<file path="config.mk">
export PLATFORM = sky130hd
export DESIGN_NAME = bp_protect_fsm
export DESIGN_NICKNAME = d
export VERILOG_FILES = /design/src/bp_pkg.sv /design/src/bp_delay_timer.sv /design/src/bp_protect_fsm.sv
export VERILOG_INCLUDE_DIRS = /design/src
export SDC_FILE = /design/constraint.sdc
export NUM_CORES = 1
export LEC_CHECK = 0
export BUFFER_PORTS_ARGS = -buffer_cell sky130_fd_sc_hd__buf_2
export CAP_MARGIN = 20
export CORE_MARGIN = 5
export CORE_UTILIZATION = 40
export DETAILED_ROUTE_END_ITERATION = 8
export REMOVE_ABC_BUFFERS = 1
export SLEW_MARGIN = 20
export SYNTH_ARGS = -nofsm -noshare
export SYNTH_HDL_FRONTEND = slang
export SYNTH_SLANG_ARGS = --single-unit
</file>
<file path="constraint.sdc">
create_clock -name core_clk -period 17.2 [get_ports core_clk]
set_input_delay 0.86 -clock core_clk [delete_from_list [all_inputs] [get_ports core_clk]]
set_output_delay 0.86 -clock core_clk [all_outputs]
set_load 0.05 [all_outputs]
</file>
<file path="src/bp_map.svh">
`ifndef BP_MAP_SVH
`define BP_MAP_SVH

// clock rate in kHz, so a time in ms times this gives cycles
`define BP_CLK_KHZ        200000.0

// delay times in ms (over-charge pair has no printed figure)
`define BP_TD1_MS         1000.0
`define BP_TR1_MS         1.0
`define BP_TD2_MS         100.0
`define BP_TR2_MS         1.0
`define BP_TD3_MS         20.0
`define BP_TR3_MS         1.0
`define BP_TD4_MS         0.250
`define BP_TD5_MS         1.5
`define BP_TR5_MS         1.5

// counter-derived delays other than the short-circuit one are divided by this in shortened mode
`define BP_SHORTEN_DIV    64

// delay counter slots
`define BP_T_OCHG_DET     0
`define BP_T_OCHG_REL     1
`define BP_T_ODIS_DET     2
`define BP_T_ODIS_REL     3
`define BP_T_OCUR_DET     4
`define BP_T_OCUR_REL     5
`define BP_T_SHORT_DET    6
`define BP_T_XCHG_DET     7
`define BP_T_XCHG_REL     8
`define BP_T_COUNT        9

// output levels
`define BP_GATE_ON        1'b1
`define BP_GATE_OFF       1'b0

`endif

</file>
<file path="src/bp_pkg.sv">
package bp_pkg;

  typedef enum logic [1:0] {
    BP_CHG_NORMAL,
    BP_CHG_OVERCHARGE,
    BP_CHG_EXCESS
  } bp_chg_state_e;

  typedef enum logic [2:0] {
    BP_DIS_NORMAL,
    BP_DIS_OVERDISCH,
    BP_DIS_RECOVER,
    BP_DIS_OVERCURR
  } bp_dis_state_e;

endpackage : bp_pkg

</file>
<file path="src/bp_delay_timer.sv">
`include "bp_map.svh"

module bp_delay_timer #(
  parameter int unsigned CNT_W = 32
) (
  // clock and reset
  input  wire logic             core_clk,
  input  wire logic             reset,
  // qualifying condition and length
  input  wire logic             run,
  input  wire logic [CNT_W-1:0] limit,
  // condition held for limit cycles
  output logic                  done
);

  logic [CNT_W-1:0] countQ;
  logic [CNT_W-1:0] countD;
  logic             doneQ;
  logic             doneD;
  logic             atEnd;

  assign atEnd  = (countQ >= limit - CNT_W'(1));
  // a dropped condition clears the count so only an unbroken run fires
  assign countD = (!run || doneQ) ? '0 : countQ + CNT_W'(1);
  assign doneD  = run && (doneQ || atEnd);
  assign done   = doneQ;

  always_ff @(posedge core_clk or posedge reset) begin
    if (reset) begin
      countQ <= '0;
      doneQ  <= 1'b0;
    end else begin
      countQ <= countD;
      doneQ  <= doneD;
    end
  end

endmodule : bp_delay_timer

</file>
<file path="src/bp_protect_fsm.sv">
// Behaviour
// either cell over-charged for the detection delay drops the charge gate
// load connected during over-charge selects the small comparator hysteresis
// over-charge state blocks over-current detection, short detection stays live
// both cells released, and sense low or load present, raises charge gate after delay
// load present but a cell still above release keeps charge gate low
// excessive-charger detection starts after over-charge release
// either cell over-discharged for the qualifying delay drops the discharge gate
// over-discharge enters stand-by and enables the pull-up on the sense node
// stand-by ends only when the charger pulls the sense node below release
// both cells above over-discharge level raise discharge gate after release delay
// over-current for its delay drops discharge gate and enables the pull-down
// short circuit acts like over-current with a shorter delay
// over-current or short never enters stand-by
// sense back below over-current threshold raises discharge gate after release delay
// excessive charger for its delay drops the charge gate
// excessive charger clearing before the delay abandons the detection
// excessive charger clearing after detection raises charge gate after release delay
// no excessive-charger detection while the discharge gate is low
// a persisting excessive charger starts its delay when discharge gate rises
// zero-volt cells with enough charger voltage get the charge gate high
// shorten select divides all counter delays, short-circuit delay excepted
// over-discharge detection delay is 100 ms
// over-current detection delay is 20.0 ms
// short-circuit detection delay is 0.250 ms
// a delay count restarts whenever its condition drops before completion
`include "bp_map.svh"

module bp_protect_fsm #(
  parameter int unsigned CNT_W          = 32,
  parameter int unsigned SHORTEN_DIV    = `BP_SHORTEN_DIV,
  parameter int unsigned OCHG_DET_CYC   = int'($ceil(`BP_TD1_MS * `BP_CLK_KHZ)),
  parameter int unsigned OCHG_REL_CYC   = int'($ceil(`BP_TR1_MS * `BP_CLK_KHZ)),
  parameter int unsigned ODIS_DET_CYC   = int'($ceil(`BP_TD2_MS * `BP_CLK_KHZ)),
  parameter int unsigned ODIS_REL_CYC   = int'($ceil(`BP_TR2_MS * `BP_CLK_KHZ)),
  parameter int unsigned OCUR_DET_CYC   = int'($ceil(`BP_TD3_MS * `BP_CLK_KHZ)),
  parameter int unsigned OCUR_REL_CYC   = int'($ceil(`BP_TR3_MS * `BP_CLK_KHZ)),
  parameter int unsigned SHORT_DET_CYC  = int'($ceil(`BP_TD4_MS * `BP_CLK_KHZ)),
  parameter int unsigned XCHG_DET_CYC   = int'($ceil(`BP_TD5_MS * `BP_CLK_KHZ)),
  parameter int unsigned XCHG_REL_CYC   = int'($ceil(`BP_TR5_MS * `BP_CLK_KHZ))
) (
  // clock and reset
  input  wire logic core_clk,
  input  wire logic reset,
  // cell comparators
  input  wire logic cellOverCharge,
  input  wire logic cellChargeReleased,
  input  wire logic cellOverDischarge,
  input  wire logic cellDischargeOk,
  // charger_minus_level comparators
  input  wire logic senseOverCurrent,
  input  wire logic senseShort,
  input  wire logic senseExcessCharger,
  input  wire logic standbyRelease,
  // load, zero-volt charging and delay shortening
  input  wire logic loadConnected,
  input  wire logic zeroVoltCharge,
  input  wire logic delayShorten,
  // gate drives
  output logic      chargeGate,
  output logic      dischargeGate,
  // sense node resistors and comparator control
  output logic      pullUpEn,
  output logic      pullDownEn,
  output logic      hysSmall,
  output logic      standby
);

  // elaboration checks
  // the counter must hold the longest delay,
  // which is the over-charge or over-discharge one

  localparam int unsigned MAX_CYC = (ODIS_DET_CYC > OCHG_DET_CYC) ? ODIS_DET_CYC : OCHG_DET_CYC;

  if (CNT_W < 2 || CNT_W > 32 || CNT_W < $clog2(MAX_CYC + 1)) begin : gCntCheck
    $error("counter width cannot hold the longest delay");
  end
  if (SHORTEN_DIV < 1) begin : gDivCheck
    $error("shorten divisor must be at least one");
  end
  if (OCHG_DET_CYC < 1 || OCHG_REL_CYC < 1 || ODIS_DET_CYC < 1 || ODIS_REL_CYC < 1 ||
      OCUR_DET_CYC < 1 || OCUR_REL_CYC < 1 || SHORT_DET_CYC < 1 ||
      XCHG_DET_CYC < 1 || XCHG_REL_CYC < 1) begin : gCycCheck
    $error("every delay needs at least one cycle");
  end


  // shortened length of a counter delay, never below one cycle
  // a zero limit would wrap limit - 1 and keep a timer from firing for 2^CNT_W cycles
  function automatic logic [CNT_W-1:0] delayLimit(
    input logic [CNT_W-1:0] cycles,
    input logic             shortOn,
    input logic             exempt
  );
    logic [CNT_W-1:0] cut;
    cut = cycles / CNT_W'(SHORTEN_DIV);
    if (cut == '0) begin
      cut = CNT_W'(1);
    end
    delayLimit = (shortOn && !exempt) ? cut : cycles;
  endfunction : delayLimit

  // state
  // charge and discharge sides run side by side
  bp_pkg::bp_chg_state_e chgStateQ;
  bp_pkg::bp_chg_state_e chgStateD;
  bp_pkg::bp_dis_state_e disStateQ;
  bp_pkg::bp_dis_state_e disStateD;


  // output flops, one per port
  logic chargeGateQ;
  logic chargeGateD;

  logic dischargeGateQ;
  logic dischargeGateD;

  logic pullUpQ;
  logic pullUpD;

  logic pullDownQ;
  logic pullDownD;

  logic hysSmallQ;
  logic hysSmallD;

  logic standbyQ;
  logic standbyD;


  // delay counters
  // one timer per delay, so no two delays
  // ever share or corrupt a count
  logic [`BP_T_COUNT-1:0] timerRun;
  logic [`BP_T_COUNT-1:0] timerDone;
  logic [CNT_W-1:0]       timerCyc   [`BP_T_COUNT];
  logic [CNT_W-1:0]       timerLimit [`BP_T_COUNT];
  logic [`BP_T_COUNT-1:0] timerExempt;

  assign timerCyc[`BP_T_OCHG_DET]  = CNT_W'(OCHG_DET_CYC);
  assign timerCyc[`BP_T_OCHG_REL]  = CNT_W'(OCHG_REL_CYC);
  assign timerCyc[`BP_T_ODIS_DET]  = CNT_W'(ODIS_DET_CYC);
  assign timerCyc[`BP_T_ODIS_REL]  = CNT_W'(ODIS_REL_CYC);
  assign timerCyc[`BP_T_OCUR_DET]  = CNT_W'(OCUR_DET_CYC);
  assign timerCyc[`BP_T_OCUR_REL]  = CNT_W'(OCUR_REL_CYC);
  assign timerCyc[`BP_T_SHORT_DET] = CNT_W'(SHORT_DET_CYC);
  assign timerCyc[`BP_T_XCHG_DET]  = CNT_W'(XCHG_DET_CYC);
  assign timerCyc[`BP_T_XCHG_REL]  = CNT_W'(XCHG_REL_CYC);

  // the short-circuit delay is not counter-shortened
  always_comb begin
    timerExempt                  = '0;
    timerExempt[`BP_T_SHORT_DET] = 1'b1;
  end

  // state decodes
  wire logic inOverCharge = (chgStateQ == bp_pkg::BP_CHG_OVERCHARGE);
  wire logic inChgNormal  = (chgStateQ == bp_pkg::BP_CHG_NORMAL);
  wire logic inExcess     = (chgStateQ == bp_pkg::BP_CHG_EXCESS);
  wire logic inDisNormal  = (disStateQ == bp_pkg::BP_DIS_NORMAL);
  wire logic inOverDisch  = (disStateQ == bp_pkg::BP_DIS_OVERDISCH);
  wire logic inRecover    = (disStateQ == bp_pkg::BP_DIS_RECOVER);
  wire logic inOverCurr   = (disStateQ == bp_pkg::BP_DIS_OVERCURR);


  // qualifying conditions
  // each run term is the whole condition for its delay;
  // a timer only restarts, never pauses
  wire logic ochgRelOk   = cellChargeReleased && (!senseOverCurrent || loadConnected);
  wire logic xchgAllowed = dischargeGateQ && inChgNormal;

  assign timerRun[`BP_T_OCHG_DET]  = cellOverCharge && !inOverCharge;
  assign timerRun[`BP_T_OCHG_REL]  = inOverCharge && ochgRelOk;
  assign timerRun[`BP_T_ODIS_DET]  = cellOverDischarge && (inDisNormal || inOverCurr);
  assign timerRun[`BP_T_ODIS_REL]  = inRecover && cellDischargeOk;
  assign timerRun[`BP_T_OCUR_DET]  = senseOverCurrent && inDisNormal && !inOverCharge;
  assign timerRun[`BP_T_OCUR_REL]  = inOverCurr && !senseOverCurrent;
  assign timerRun[`BP_T_SHORT_DET] = senseShort && inDisNormal;
  assign timerRun[`BP_T_XCHG_DET]  = senseExcessCharger && xchgAllowed;
  assign timerRun[`BP_T_XCHG_REL]  = inExcess && !senseExcessCharger;


  // shortening is applied to the limit, not the count,
  // so a change of the select takes effect at once
  for (genvar t = 0; t < `BP_T_COUNT; t++) begin : gTimer
    assign timerLimit[t] = delayLimit(timerCyc[t], delayShorten, timerExempt[t]);

    bp_delay_timer #(
      .CNT_W (CNT_W)
    ) uTimer (
      .core_clk (core_clk),
      .reset    (reset),
      .run      (timerRun[t]),
      .limit    (timerLimit[t]),
      .done     (timerDone[t])
    );
  end


  // charge side
  //   normal -> over-charge after detection delay
  //   over-charge -> normal after release delay
  //   normal -> excess after excess delay
  //   excess -> normal after its release delay
  // over-charge wins when both complete together,
  // so a high charger never masks a full cell
  always_comb begin
    chgStateD = chgStateQ;
    case (chgStateQ)
      bp_pkg::BP_CHG_NORMAL: begin
        if (timerDone[`BP_T_OCHG_DET]) begin
          chgStateD = bp_pkg::BP_CHG_OVERCHARGE;
        end else if (timerDone[`BP_T_XCHG_DET]) begin
          chgStateD = bp_pkg::BP_CHG_EXCESS;
        end
      end
      bp_pkg::BP_CHG_OVERCHARGE: begin
        // excessive-charger watch resumes from normal after release
        if (timerDone[`BP_T_OCHG_REL]) begin
          chgStateD = bp_pkg::BP_CHG_NORMAL;
        end
      end
      bp_pkg::BP_CHG_EXCESS: begin
        if (timerDone[`BP_T_OCHG_DET]) begin
          chgStateD = bp_pkg::BP_CHG_OVERCHARGE;
        end else if (timerDone[`BP_T_XCHG_REL]) begin
          chgStateD = bp_pkg::BP_CHG_NORMAL;
        end
      end
      default: begin
        chgStateD = bp_pkg::BP_CHG_NORMAL;
      end
    endcase
  end


  // discharge side
  //   normal -> over-discharge after detection delay
  //   normal -> over-current on either current delay
  //   over-current -> normal after release delay
  //   over-discharge -> recover on stand-by release
  //   recover -> normal after release delay
  // over-discharge wins: a drained pack must sleep
  // even while a current fault is still pending
  always_comb begin
    disStateD = disStateQ;
    case (disStateQ)
      bp_pkg::BP_DIS_NORMAL: begin
        if (timerDone[`BP_T_ODIS_DET]) begin
          disStateD = bp_pkg::BP_DIS_OVERDISCH;
        end else if (timerDone[`BP_T_SHORT_DET] || timerDone[`BP_T_OCUR_DET]) begin
          disStateD = bp_pkg::BP_DIS_OVERCURR;
        end
      end
      bp_pkg::BP_DIS_OVERDISCH: begin
        // cell monitoring is frozen until the charger appears
        if (standbyRelease) begin
          disStateD = bp_pkg::BP_DIS_RECOVER;
        end
      end
      bp_pkg::BP_DIS_RECOVER: begin
        if (timerDone[`BP_T_ODIS_REL]) begin
          disStateD = bp_pkg::BP_DIS_NORMAL;
        end
      end
      bp_pkg::BP_DIS_OVERCURR: begin
        if (timerDone[`BP_T_ODIS_DET]) begin
          disStateD = bp_pkg::BP_DIS_OVERDISCH;
        end else if (timerDone[`BP_T_OCUR_REL]) begin
          disStateD = bp_pkg::BP_DIS_NORMAL;
        end
      end
      default: begin
        disStateD = bp_pkg::BP_DIS_NORMAL;
      end
    endcase
  end


  // output decode from the next state so each output is one flop
  // gates therefore turn on the same edge as the state
  wire logic chgNextNormal = (chgStateD == bp_pkg::BP_CHG_NORMAL);
  wire logic chgNextOver   = (chgStateD == bp_pkg::BP_CHG_OVERCHARGE);
  wire logic disNextNormal = (disStateD == bp_pkg::BP_DIS_NORMAL);
  wire logic disNextOd     = (disStateD == bp_pkg::BP_DIS_OVERDISCH);
  wire logic disNextOc     = (disStateD == bp_pkg::BP_DIS_OVERCURR);

  assign chargeGateD    = chgNextNormal || zeroVoltCharge;
  assign dischargeGateD = disNextNormal;
  assign pullUpD        = disNextOd;
  assign pullDownD      = disNextOc;
  assign standbyD       = disNextOd;
  assign hysSmallD      = chgNextOver && (hysSmallQ || loadConnected);

  // state flops
  always_ff @(posedge core_clk or posedge reset) begin
    if (reset) begin
      chgStateQ <= bp_pkg::BP_CHG_NORMAL;
      disStateQ <= bp_pkg::BP_DIS_NORMAL;
    end else begin
      chgStateQ <= chgStateD;
      disStateQ <= disStateD;
    end
  end


  // output flops; both gates on out of reset
  always_ff @(posedge core_clk or posedge reset) begin
    if (reset) begin
      chargeGateQ    <= `BP_GATE_ON;
      dischargeGateQ <= `BP_GATE_ON;
      pullUpQ        <= 1'b0;
      pullDownQ      <= 1'b0;
      hysSmallQ      <= 1'b0;
      standbyQ       <= 1'b0;
    end else begin
      chargeGateQ    <= chargeGateD;
      dischargeGateQ <= dischargeGateD;
      pullUpQ        <= pullUpD;
      pullDownQ      <= pullDownD;
      hysSmallQ      <= hysSmallD;
      standbyQ       <= standbyD;
    end
  end


  // ports come straight from the flops
  assign chargeGate    = chargeGateQ;
  assign dischargeGate = dischargeGateQ;
  assign pullUpEn      = pullUpQ;
  assign pullDownEn    = pullDownQ;
  assign hysSmall      = hysSmallQ;
  assign standby       = standbyQ;

endmodule : bp_protect_fsm

</file>
==> flow_metrics.env <==
export IMPL_status="completed"
export IMPL_layout_drive_gt1_share_pct=6.057
export IMPL_fin_crit_ns=2.954
export IMPL_ys_flop_type="dfrtp_1"
export IMPL_vias=12740
export IMPL_maxClockFrequency_mhz=338.5
export IMPL_post_route_drc_count=0
export IMPL_internal_power_w=0.001230
export IMPL_comb_power_share_pct=2.6
export IMPL_via_per_inst=5.426
export IMPL_syn_avg_cell_area_um2=9.373
export IMPL_swShare_pct=21.55
export IMPL_crit_arrival_ns=3.35
export IMPL_synth_edf_count=0
export IMPL_cts_path_max_buffers=3
export IMPL_place_congestion=0.8169
export IMPL_finalSetupTns_ns=0
export IMPL_postCtsResizedCells=0
export IMPL_netlist_top_cell_by_area="dfrtp_1"
export IMPL_start_util_pct=40.63
export IMPL_finalWirelength_mm=35.17
export IMPL_postCtsHoldBufs=0
export IMPL_clockPowerShare_pct=51.0
export IMPL_maxSlewViolCount=0
export IMPL_core_area_um2=41110
export IMPL_tightest_slew_ns=1.015
export IMPL_p_sw_w=0.0003381
export IMPL_grt_usage_pct=15.47
export IMPL_die_area_um2=45940
export IMPL_finalSetupViolCount=0
export IMPL_path_max_fanout=41
export IMPL_min_path_type="input pin to async pin"
export IMPL_syn_area_um2=16700
export IMPL_chipHeight_um=214.3
export IMPL_synth_seq_cells=307
export IMPL_ios=19
export IMPL_clk_pin_slew_ns=0.05
export IMPL_finalNetCount=1886
export IMPL_cts_made_buffers=37
export IMPL_rsz0062_at_grt="false"
export IMPL_drt_first_iter_violations=845
export IMPL_die_x_um=214.3
export IMPL_finalCritPeriodShare_pct=17.17
export IMPL_grt_max_degree=163
export IMPL_ir_drop_mv=0.06702
export IMPL_first_global_vias=12560
export IMPL_hold_viol=0
export IMPL_clk_latency_ns=0.54
export IMPL_required_ns=17.59
export IMPL_cts_tree="yes"
export IMPL_antenna_found_initial=0
export IMPL_setup_slack_ns=14.25
export IMPL_synthTopCellsByArea="dfrtp_1, nor2_1, xor2_1"
export IMPL_wire_per_inst_um=14.98
export IMPL_slew_headroom_pct=31.71
export IMPL_rows=74
export IMPL_p_seq_share_pct=46.3
export IMPL_drt_antenna_violating_nets=0
export IMPL_end_kind="flop"
export IMPL_yosys_area_top_type_share_pct=45.70
export IMPL_clkSinkCount=307
export IMPL_synth_distinct_cells=61
export IMPL_cts_setup_buffers=0
export IMPL_yosysWarnings=0
export IMPL_drv_cap=0
export IMPL_syn_inst=1782
export IMPL_diodes=0
export IMPL_start_kind="input pin"
export IMPL_dr_pass1_iters=5
export IMPL_grt_overflow_total=0
export IMPL_synth_most_common_cell="dfrtp_1"
export IMPL_grt_pass1_wl_mm=61.67
export IMPL_syn_to_final_growth_pct=11.24
export IMPL_criticalPathCategory="input pin to flop"
export IMPL_postSynth_asyncResetShare_pct=100.0
export IMPL_seq_area_frac_synth_pct=46.01
export IMPL_dp_slack_ns=13.69
export IMPL_io_buffers=18
export IMPL_dp_hpwl_mm=23.20
export IMPL_synth_commonest_cells="dfrtp_1, nor2_1, xor2_1"
export IMPL_cts_root_buffer="clkbuf_16"
export IMPL_power_per_cell_area_nw_per_um2=84.41
export IMPL_p_leak_nw=7.662
export IMPL_htree_levels=2
export IMPL_fin_skew_ns=0.01684
==> power groups by stage <==
| stage | Clock [W] | Sequential, W | Combinational, W |
|---|---|---|---|
| finish | 0.000800 | 0.000727 | 0.0000411 |
| global route | 0.000858 | 0.000727 | 0.0000494 |
| CTS | 0.000826 | 0.000727 | 0.0000432 |
| detailed placement | 0 | 0.000740 | 0.0000430 |
| global placement | 0 | 0.000740 | 0.0000420 |
| floorplan | 0 | 0.000740 | 0.0000264 |
==> layer usage <==
layer | routed length [um] | part of all wire (%) | global-route usage, %
met4 | 749 | 2.1 | 4.982
met3 | 1064 | 3.0 | 2.414
met5 | 0 | 0 | 0
met2 | 16230 | 46 | 25.19
met1 | 17120 | 49 | 21.31
==> worst paths after layout <==
check                           slack (ns)                                     to                                 start  depth (start not counted)
worst max-delay path                 14.25        gTimer[4].uTimer.done$_DFF_PP0_                          delayShorten                          7
worst min-delay path                  0.45                     hysSmall$_DFF_PP0_                                 reset                          2
worst max register to register       14.78  gTimer[0].uTimer.countQ[18]$_DFF_PP0_  gTimer[0].uTimer.countQ[0]$_DFF_PP0_                          6
worst min register to register        0.48   gTimer[6].uTimer.countQ[0]$_DFF_PP0_  gTimer[6].uTimer.countQ[0]$_DFF_PP0_                          1
max in group asynchronous            15.36  gTimer[0].uTimer.countQ[13]$_DFF_PP0_                                 reset                          3
min in group core_clk                 0.48   gTimer[6].uTimer.countQ[0]$_DFF_PP0_  gTimer[6].uTimer.countQ[0]$_DFF_PP0_                          1
==> cells by family after synthesis <==
kind of cell / synth area share, %
buffers and inverters: 2.390
xor gates and xnor gates: 12.38
and+or+nand+nor: 26.84
AOI/OAI and AO/OA: 5.963
adders and majority gates: 6.218
muxes: 0.1798
DFF: 46.01
other: 0.02245
==> final cells by class <==
class | instances | area [um2]
Sequential cell | 307 | 7685
Clock buffer | 54 | 1082
Timing Repair Buffer | 23 | 140.1
Tap cell | 532 | 665.6
Clock inverter | 11 | 165.2
Fill cell | 3944 | 22530
Inverter | 49 | 196.4
Multi-Input combinational cell | 1372 | 8645
==> flip-flops by register name, indices dropped and copies added (netlist names) <==
| register | flops |
|---|---|
| pullDownEn | 1 |
| standby | 1 |
| chgStateQ | 2 |
| hysSmall | 1 |
| chargeGate | 1 |
| gTimer.uTimer.countQ | 288 |
| dischargeGate | 1 |
| gTimer.uTimer.done | 9 |
| disStateQ | 3 |
==> metrics by stage <==
step,std cells,util (%),instance area [um2],hold WS (ns),total power [W]
6_report,2348,45.19,18580,0.4483,0.001568
5_1_grt,2348,45.19,18580,0.4984,0.001634
4_1_cts,2348,45.15,18560,0.4881,0.001596
3_5_place_dp,2283,42.11,17310,0.4684,0.0007827
3_3_place_gp,2283,42.10,17310,0.4689,0.0007817
2_1_floorplan,1728,-,16490,0.4476,0.0007659
==> cell usage in the layout, fill, tap and decap left out, types with 13 or more instances in the layout <==
cell type,n
nand3_1,117
nand4_1,80
xnor2_1,116
and3_1,44
or3_1,25
ha_1,83
nor2_1,304
or4_1,19
nor4_1,63
nor3_1,43
and4_1,25
inv_1,48
and2_1,13
clkbuf_16,39
nand2_1,107
dfrtp_1,305
buf_2,18
xor2_1,120
o21ai_0,33
a21oi_1,56
==> critical path, cell delays in order <==
cell,delay [ns]
buf_2,0.43
buf_4,0.57
ha_1,0.35
a2111oi_0,0.39
o21ai_0,0.16
a2111oi_0,0.42
a211oi_1,0.13
Note: power is estimated with default switching activity, not from simulation.
